--- config.mk ---
export PLATFORM = sky130hd
export DESIGN_NAME = ansbk_sequencer
export DESIGN_NICKNAME = d
export VERILOG_FILES = /design/src/shared/ansbk_pkg.sv /design/src/shared/ansbk_stream_if.sv /design/src/verilog/ansbk_fifo.sv /design/src/verilog/ansbk_sequencer.sv
export SDC_FILE = /design/constraint.sdc
export NUM_CORES = 1
export LEC_CHECK = 0
export ABC_AREA = 1
export BUFFER_PORTS_ARGS = -buffer_cell sky130_fd_sc_hd__buf_2
export CAP_MARGIN = 20
export CORE_ASPECT_RATIO = 1.4
export CORE_MARGIN = 3
export CORE_UTILIZATION = 55
export DETAILED_ROUTE_END_ITERATION = 10
export PLACE_DENSITY = 0.81
export SLEW_MARGIN = 5
export SYNTH_ARGS = -nofsm -noshare
export SYNTH_HDL_FRONTEND = slang
export SYNTH_SLANG_ARGS = --single-unit
export TNS_END_PERCENT = 30
--- constraint.sdc ---
create_clock -name core_clk_i -period 1.8 [get_ports core_clk_i]
set_clock_uncertainty 0.05 [all_clocks]
set_input_delay 0 -clock core_clk_i [delete_from_list [all_inputs] [get_ports core_clk_i]]
set_output_delay 0 -clock core_clk_i [all_outputs]
set_load 0.01 [all_outputs]
--- src/shared/ansbk_pkg.sv ---
package ansbk_pkg;
   // Five-bit character width and message store size
   localparam int CHAR_W = 5;
   localparam int STORE_DEPTH = 21;
   localparam int PTR_W = 5;
   localparam logic [4:0] PTR_LAST = 5'h14;
   localparam logic [4:0] PTR_START = 5'h00;
   // Character codes, blocked bit is 0 (spacing)
   localparam logic [4:0] CODE_LTRS = 5'h1F;
   localparam logic [4:0] CODE_FIGS = 5'h1B;
   localparam logic [4:0] CODE_D = 5'h09;
   localparam logic [4:0] CODE_CR = 5'h08;
   localparam logic [4:0] CODE_LF = 5'h02;
   // Serial frame: start, five data, stop
   localparam int FRAME_BITS = 7;
   localparam logic [2:0] BIT_LAST = 3'h6;
   // Bit time 22 ms at 10 MHz
   localparam int BIT_TIME_US = 22000;
   localparam int CLK_MHZ = 10;
   localparam int BIT_CYCLES = BIT_TIME_US * CLK_MHZ;
   // Buffer shape
   localparam int FIFO_DEPTH = 32;
   localparam int FIFO_AW = 5;
   // Transmitter states
   typedef enum logic [1:0] {
      ANSBK_TX_IDLE = 2'b00,
      ANSBK_TX_SHIFT = 2'b01
   } ansbk_tx_state_t;
endpackage : ansbk_pkg

--- src/shared/ansbk_stream_if.sv ---
`timescale 1ns/1ps
interface ansbk_stream_if;
   logic valid;
   logic ready;
   logic [4:0] data;
   modport src (output valid, output data, input ready);
   modport snk (input valid, input data, output ready);
endinterface : ansbk_stream_if

--- src/verilog/ansbk_fifo.sv ---
`timescale 1ns/1ps
module ansbk_fifo #(
   parameter int WIDTH = 5,
   parameter int DEPTH = 32,
   parameter int AW = 5
) (
   input wire logic core_clk_i,
   input wire logic rst_i,
   ansbk_stream_if.snk in_s,
   ansbk_stream_if.src out_s
);
   logic [WIDTH-1:0] mem [DEPTH];
   logic [AW:0] wr_reg;
   logic [AW:0] rd_reg;
   logic full;
   logic empty;
   logic push;
   logic pop;
   logic [WIDTH-1:0] dout_reg;

   // Extra pointer bit separates full from empty
   assign full = (wr_reg[AW-1:0] == rd_reg[AW-1:0]) && (wr_reg[AW] != rd_reg[AW]);
   assign empty = (wr_reg == rd_reg);
   assign push = in_s.valid && !full;
   assign pop = out_s.ready && !empty;
   assign in_s.ready = !full;
   assign out_s.valid = !empty;
   assign out_s.data = mem[rd_reg[AW-1:0]];

   // Storage write
   always_ff @(posedge core_clk_i) begin
      if (push) begin
         mem[wr_reg[AW-1:0]] <= in_s.data;
      end
   end

   // Pointers
   always_ff @(posedge core_clk_i) begin
      if (rst_i) begin
         wr_reg <= '0;
         rd_reg <= '0;
      end else begin
         if (push) begin
            wr_reg <= wr_reg + 1'b1;
         end
         if (pop) begin
            rd_reg <= rd_reg + 1'b1;
         end
      end
   end
endmodule : ansbk_fifo

--- src/verilog/ansbk_sequencer.sv ---
`timescale 1ns/1ps
// Notes on behaviour
// - Received FIGS clears inhibit flag
// - Received D, inhibit clear, triggers sequence
// - Triggering D locks keyboard if fitted
// - Manual key triggers same sequence locally
// - Message store holds 21 configured positions
// - First character always LTRS
// - Stored five-bit code loads keyboard register
// - Blocked bit spacing, unblocked bit marking
// - Pointer advances once per character cycle
// - Cycles back to back for 21 positions
// - Back at LTRS start: stop, park
// - Keyboard stays locked until manual unlock
// - Idle store never touches typed characters
// - Local transmit cycle sets inhibit flag
// - Stop element always marking
module ansbk_sequencer #(
   parameter int BIT_CYCLES = ansbk_pkg::BIT_CYCLES,
   parameter logic [104:0] MSG_CFG = {
      {16{ansbk_pkg::CODE_LTRS}},
      ansbk_pkg::CODE_LF,
      ansbk_pkg::CODE_CR,
      ansbk_pkg::CODE_LF,
      ansbk_pkg::CODE_CR,
      ansbk_pkg::CODE_LTRS}
) (
   input wire logic core_clk_i,
   input wire logic rst_i,
   input wire logic rx_valid_i,
   input wire logic [4:0] rx_char_i,
   input wire logic key_valid_i,
   input wire logic [4:0] key_char_i,
   output logic key_ready_o,
   input wire logic manual_answerback_key_i,
   input wire logic kbd_unlock_i,
   input wire logic lock_fitted_i,
   output logic line_o,
   output logic kbd_locked_o,
   output logic seq_active_o,
   output logic inhibit_o,
   output logic [4:0] msg_ptr_o
);
   ////////////////////////////////////////////////////////////////////////
   // Declarations
   ////////////////////////////////////////////////////////////////////////
   ansbk_stream_if fifo_in ();
   ansbk_stream_if fifo_out ();
   logic [4:0] store [ansbk_pkg::STORE_DEPTH];
   logic [4:0] ptr_reg;
   logic [4:0] ptr_next;
   logic active_reg;
   logic inhibit_reg;
   logic locked_reg;
   logic [4:0] code_reg;
   logic [4:0] code_next;
   logic [6:0] frame_reg;
   logic [2:0] bit_reg;
   logic [31:0] tick_reg;
   logic line_reg;
   ansbk_pkg::ansbk_tx_state_t state_reg;
   logic manual_s1_reg;
   logic manual_s2_reg;
   logic manual_s3_reg;
   logic unlock_s1_reg;
   logic unlock_s2_reg;
   logic fitted_s1_reg;
   logic fitted_s2_reg;
   logic manual_rise;
   logic rx_figs;
   logic rx_d;
   logic trigger;
   logic tx_idle;
   logic cycle_start;
   logic bit_end;
   logic frame_end;

   // Wrap-around step through the message store
   function automatic logic [4:0] ansbk_ptr_step(input logic [4:0] p);
      if (p == ansbk_pkg::PTR_LAST) begin
         return ansbk_pkg::PTR_START;
      end
      return p + 5'h01;
   endfunction : ansbk_ptr_step

   ////////////////////////////////////////////////////////////////////////
   // Message store and pin synchronisers
   ////////////////////////////////////////////////////////////////////////
   // Store content fixed by configuration; slot 0 forced to LTRS
   always_comb begin
      for (int i = 0; i < ansbk_pkg::STORE_DEPTH; i++) begin
         store[i] = MSG_CFG[i*5 +: 5];
      end
      store[0] = ansbk_pkg::CODE_LTRS;
   end

   // Key and straps come from pins
   always_ff @(posedge core_clk_i) begin
      if (rst_i) begin
         manual_s1_reg <= 1'b0;
         manual_s2_reg <= 1'b0;
         manual_s3_reg <= 1'b0;
         unlock_s1_reg <= 1'b0;
         unlock_s2_reg <= 1'b0;
         fitted_s1_reg <= 1'b0;
         fitted_s2_reg <= 1'b0;
      end else begin
         manual_s1_reg <= manual_answerback_key_i;
         manual_s2_reg <= manual_s1_reg;
         manual_s3_reg <= manual_s2_reg;
         unlock_s1_reg <= kbd_unlock_i;
         unlock_s2_reg <= unlock_s1_reg;
         fitted_s1_reg <= lock_fitted_i;
         fitted_s2_reg <= fitted_s1_reg;
      end
   end

   ////////////////////////////////////////////////////////////////////////
   // Trigger detection
   ////////////////////////////////////////////////////////////////////////
   assign manual_rise = manual_s2_reg && !manual_s3_reg;
   assign rx_figs = rx_valid_i && (rx_char_i == ansbk_pkg::CODE_FIGS);
   assign rx_d = rx_valid_i && (rx_char_i == ansbk_pkg::CODE_D);
   // D with inhibit clear triggers; manual key likewise
   assign trigger = !active_reg && ((rx_d && !inhibit_reg) || manual_rise);

   // Inhibit flag; a local cycle start wins over a FIGS in the same cycle
   always_ff @(posedge core_clk_i) begin
      if (rst_i) begin
         inhibit_reg <= 1'b0;
      end else if (cycle_start && !active_reg && !trigger) begin
         inhibit_reg <= 1'b1;
      end else if (rx_figs) begin
         inhibit_reg <= 1'b0;
      end
   end

   // Keyboard lock; unlock only by the manual command
   always_ff @(posedge core_clk_i) begin
      if (rst_i) begin
         locked_reg <= 1'b0;
      end else if (rx_d && !inhibit_reg && !active_reg && fitted_s2_reg) begin
         locked_reg <= 1'b1;
      end else if (unlock_s2_reg) begin
         locked_reg <= 1'b0;
      end
   end

   ////////////////////////////////////////////////////////////////////////
   // Sequence control
   ////////////////////////////////////////////////////////////////////////
   assign tx_idle = (state_reg == ansbk_pkg::ANSBK_TX_IDLE);
   // Sequence owns the transmitter; typed characters wait behind it
   assign cycle_start = tx_idle && (active_reg || trigger || (fifo_out.valid && !locked_reg));

   always_comb begin
      ptr_next = ptr_reg;
      if (cycle_start && (active_reg || trigger)) begin
         ptr_next = ansbk_ptr_step(ptr_reg);
      end
   end

   // Pointer and active flag
   always_ff @(posedge core_clk_i) begin
      if (rst_i) begin
         ptr_reg <= ansbk_pkg::PTR_START;
         active_reg <= 1'b0;
      end else begin
         ptr_reg <= ptr_next;
         if (trigger) begin
            // start immediately, run back to back
            active_reg <= 1'b1;
         end else if (cycle_start && active_reg && (ptr_next == ansbk_pkg::PTR_START)) begin
            active_reg <= 1'b0;
         end
      end
   end

   ////////////////////////////////////////////////////////////////////////
   // Keyboard code register and serial transmitter
   ////////////////////////////////////////////////////////////////////////
   always_comb begin
      code_next = code_reg;
      if (cycle_start) begin
         if (active_reg || trigger) begin
            code_next = store[ptr_reg];
         end else begin
            code_next = fifo_out.data;
         end
      end
   end

   // Typed characters drain only into a free transmitter
   assign fifo_out.ready = tx_idle && !active_reg && !trigger && !locked_reg;
   assign fifo_in.valid = key_valid_i;
   assign fifo_in.data = key_char_i;
   assign key_ready_o = fifo_in.ready && !locked_reg;
   assign bit_end = (tick_reg == 32'(BIT_CYCLES - 1));
   assign frame_end = bit_end && (bit_reg == ansbk_pkg::BIT_LAST);

   // Frame shifter
   always_ff @(posedge core_clk_i) begin
      if (rst_i) begin
         state_reg <= ansbk_pkg::ANSBK_TX_IDLE;
         code_reg <= ansbk_pkg::CODE_LTRS;
         frame_reg <= 7'h7F;
         bit_reg <= 3'h0;
         tick_reg <= 32'h00000000;
      end else begin
         code_reg <= code_next;
         unique case (state_reg)
            ansbk_pkg::ANSBK_TX_IDLE: begin
               if (cycle_start) begin
                  // bit value is line level; stop marking
                  frame_reg <= {1'b1, code_next, 1'b0};
                  bit_reg <= 3'h0;
                  tick_reg <= 32'h00000000;
                  state_reg <= ansbk_pkg::ANSBK_TX_SHIFT;
               end
            end
            ansbk_pkg::ANSBK_TX_SHIFT: begin
               if (bit_end) begin
                  tick_reg <= 32'h00000000;
                  bit_reg <= bit_reg + 3'h1;
                  frame_reg <= {1'b1, frame_reg[6:1]};
                  if (frame_end) begin
                     state_reg <= ansbk_pkg::ANSBK_TX_IDLE;
                  end
               end else begin
                  tick_reg <= tick_reg + 32'h00000001;
               end
            end
         endcase
      end
   end

   // Registered line; marking at rest
   always_ff @(posedge core_clk_i) begin
      if (rst_i) begin
         line_reg <= 1'b1;
      end else if (state_reg == ansbk_pkg::ANSBK_TX_SHIFT && !frame_end) begin
         line_reg <= bit_end ? frame_reg[1] : frame_reg[0];
      end else if (cycle_start) begin
         line_reg <= 1'b0;
      end else begin
         line_reg <= 1'b1;
      end
   end

   ////////////////////////////////////////////////////////////////////////
   // Typed-character buffer and outputs
   ////////////////////////////////////////////////////////////////////////
   ansbk_fifo #(
      .WIDTH(ansbk_pkg::CHAR_W),
      .DEPTH(ansbk_pkg::FIFO_DEPTH),
      .AW(ansbk_pkg::FIFO_AW)
   ) u_fifo (
      .core_clk_i(core_clk_i),
      .rst_i(rst_i),
      .in_s(fifo_in),
      .out_s(fifo_out)
   );

   assign line_o = line_reg;
   assign kbd_locked_o = locked_reg;
   assign seq_active_o = active_reg;
   assign inhibit_o = inhibit_reg;
   assign msg_ptr_o = ptr_reg;
endmodule : ansbk_sequencer

==> impl_metrics.json <==
{
  "critPathSlowestCell": "dfxtp_4",
  "tightest_slew_ns": 0.743,
  "dp_slack_ns": -0.127,
  "rr_endpoint": "u_fifo.mem[3][2]$_DFFE_PP_",
  "routedWlPerCell_um": 18.9,
  "place_congestion": 0.957,
  "tritoncts": "yes",
  "crit_path_frequent_cell": "buf_4",
  "p_switching_uw": 5270,
  "crit_fanout": 7,
  "drv_slew": 0,
  "hold_depth": 1,
  "power_frac_seq": 0.399,
  "syn_avg_cell_area_um2": 8.88,
  "power.internal_uw": 10400,
  "dp_hpwl_mm": 17.9,
  "min_period_ns": 1.93,
  "worstSetupStartpointType": "flop",
  "syn_inst": 1251,
  "vias": 9544,
  "worstHoldEndpoint": "u_fifo.mem[12][0]$_DFFE_PP_",
  "h-tree-depth": 1,
  "ir_drop_v": 0.00107,
  "hold_path.class": "in -> reg",
  "cp.arrival_ns": 2.10,
  "grt.busiest_layer": "met2",
  "clkTransAtPathRegs_ns": 0.07,
  "crit_path_max_incr_delay_ns": 0.36,
  "rsz0062_at_grt": "true",
  "timing.reg2reg.worst_path_depth": 5,
  "fmax_mhz": 518,
  "syn_nets": 1279,
  "seqCellArea_um2": 6410,
  "cts_buffers": 23,
  "status": "complete, but fails checks",
  "synth_edf_count": 160,
  "cts_root_buffer": "clkbuf_16",
  "die_x_um": 126,
  "path_class": "reg -> reg",
  "first_global_vias": 8824,
  "fill_cells": 1330,
  "largest_reg_flops": 160,
  "drt_iter0_markers": 1221,
  "timing.final.ws_setup_ns": -0.130,
  "grt_util_all_layers": 0.245,
  "use_met3": 0.0369,
  "final_cell_mix": "322 x nand2_1, 160 x edfxtp_1, 114 x nand3_1, 114 x inv_1, 79 x nor2_1",
  "clockBufferDepth": 3,
  "dieHeight_um": 174,
  "power_density_nw_per_um2": 1140,
  "multi_input_area_um2": 4490,
  "async_flop_share": 0,
  "setup_viol": 15,
  "core_area_um2": 19500,
  "crit_chain": "buf_4, inv_1, nand2_1, nor3_2, buf_4",
  "grt_overflow": 0,
  "synthFlopType": "edfxtp_1",
  "viasPerCell": 5.86,
  "p_comb_frac": 0.322,
  "n_antenna_cell": 0,
  "syn_area_um2": 11100,
  "switching_share": 0.337,
  "grt_max_degree": 49,
  "min-delay-start": "key_char_i[0]",
  "drt-total-wl_mm": 30.8,
  "use_met1": 0.279,
  "antenna_found_initial": 0,
  "synthToLayoutAreaGrowth_pct": 23.5,
  "pwr-share-clk": 0.279,
  "port_buffers": 26,
  "yosys_warnings": 0,
  "cp_top_family": "simple AND/OR/NAND/NOR gates",
  "drive_above_1_share": 0.231,
  "violations": "setup timing",
  "leakagePower_uw": 0.00534,
  "yosysSeqAreaShare": 0.575,
  "final_core_util": 0.703,
  "path_buf_inv": 3,
  "fin_nets": 1392,
  "drc": 0,
  "ys_ff_latch": 239,
  "endpoint_kind": "flop",
  "hold_viol": 0,
  "initial_core_util": 0.569,
  "regToRegSetupSlack_ns": -0.13,
  "die_area_um2": 22000,
  "relSlewSlack": 0.505,
  "use_met2": 0.448,
  "firstDrtPassIters": 6,
  "clock-sinks": 239,
  "num_rows": 60,
  "grt_pass1_wl_mm": 43.4,
  "pin_count": 27,
  "ys_types": 50,
  "drtAntennaViolNets": 0,
  "final_common_cell": "nand2_1",
  "r2r_start": "u_fifo.wr_reg[2]$_SDFFE_PP0P_",
  "required_ns": 1.97,
  "clock_latency_ns": 0.51,
  "fin_crit_sh": 1.07,
  "max_cap_viol_count": 0
}
-- how the worst max path moves through the flow --
stage                                   from                          end  slack (ns)  cells past startpoint
2_1_floorplan  u_fifo.wr_reg[2]$_SDFFE_PP0P_  u_fifo.mem[28][0]$_DFFE_PP_       -0.03                     10
3_3_place_gp   u_fifo.wr_reg[2]$_SDFFE_PP0P_  u_fifo.mem[14][4]$_DFFE_PP_       -0.02                     10
3_5_place_dp   u_fifo.rd_reg[3]$_SDFFE_PP0P_  u_fifo.mem[12][1]$_DFFE_PP_       -0.13                     10
4_1_cts        u_fifo.wr_reg[2]$_SDFFE_PP0P_  u_fifo.mem[13][1]$_DFFE_PP_       -0.09                     10
5_1_grt                                 flop    frame_reg[4]$_SDFFE_PP1P_       -0.18                     13
6_report       u_fifo.wr_reg[2]$_SDFFE_PP0P_   u_fifo.mem[3][2]$_DFFE_PP_       -0.13                      5
-- Yosys cell counts (2+ instances only) --
cell | number | area, um^2
o211ai_1 | 11 | 82.6
buf_2 | 24 | 120
a21o_1 | 2 | 15.0
nand3_1 | 138 | 691
or2_2 | 4 | 25.0
o22ai_1 | 2 | 12.5
ha_1 | 11 | 138
o21ai_1 | 2 | 10.0
nor4_1 | 4 | 25.0
dfxtp_1 | 79 | 1580
nor3_1 | 20 | 100
nand3b_1 | 2 | 15.0
a21oi_1 | 52 | 260
xnor2_1 | 2 | 17.5
clkinv_1 | 2 | 7.51
a21oi_2 | 8 | 70.1
nand4_1 | 22 | 138
or2_0 | 2 | 12.5
nand2_1 | 330 | 1240
buf_6 | 4 | 45.0
inv_2 | 9 | 33.8
nand3_2 | 4 | 40.0
clkbuf_1 | 23 | 86.3
xor2_1 | 11 | 96.3
o21ai_0 | 46 | 230
nor3_2 | 2 | 20.0
nor2_2 | 4 | 25.0
inv_1 | 116 | 435
or2_1 | 2 | 12.5
edfxtp_1 | 160 | 4800
nand2_2 | 14 | 87.6
o221ai_1 | 3 | 26.3
and3_1 | 2 | 12.5
nor2_1 | 117 | 439
nor2_4 | 2 | 22.5
-- power by group through the flow --
stage               logic, uW  registers, uW  clock network (uW)
floorplan                2630           6290                   0
global placement         3700           6300                   0
detailed placement       3760           6310                   0
CTS                      3880           6200                4390
global route             5420           6260                4650
finish                   5040           6250                4360
-- repair_timing --
action | 4_1_cts | 5_1_grt
hold endpoints to repair | 51 | 0
hold buffers | 12 | 0
setup buffers | 2 | 7
resized for setup | 27 | 137
setup endpoints to repair | 149 | 215
cloned | 0 | 10
pin swaps | 1 | 26
-- through the flow --
step           TNS, ns  cells  power, uW  hold WS [ns]  instance area (um^2)
6_report        -0.918   1629      15700        0.0399                 13700
4_1_cts          -2.02   1612      14500        0.0338                 12900
2_1_floorplan    -3.83   1251       8920        0.0489                 11100
5_1_grt         -10.37   1629      16300        0.0434                 13700
3_3_place_gp    -0.200   1556      10000         0.150                 12000
3_5_place_dp     -6.91   1556      10100         0.160                 12000
-- metal layers --
layer | part of all wire | up-vias | wire [um]
met2 | 0.52 | 559 | 16000
met5 | 0 | - | 0
met1 | 0.35 | 4470 | 10800
met4 | 0.050 | 0 | 1530
li1 | - | 4389 | -
met3 | 0.081 | 126 | 2510
-- area by class of cell --
type | instances | share of cell area
Tap cell | 248 | 0.0226
Multi-Input combinational cell | 829 | 0.327
Clock inverter | 14 | 0.00593
Clock buffer | 28 | 0.0433
Sequential cell | 239 | 0.467
Inverter | 128 | 0.0364
Timing Repair Buffer | 143 | 0.0971
-- logic make-up (layout without fill, tap and decap cells) --
| logic type | Yosys count | count (layout) | share of synthesized area |
|---|---|---|---|
| AOI/OAI and AO/OA | 132 | 132 | 0.0679 |
| xor gates and xnor gates | 13 | 13 | 0.0102 |
| and+or+nand+nor | 673 | 673 | 0.266 |
| buffers and inverters | 183 | 313 | 0.0688 |
| DFF | 239 | 239 | 0.575 |
| adders and majority gates | 11 | 11 | 0.0124 |
Power figures use the tool's default switching activity.
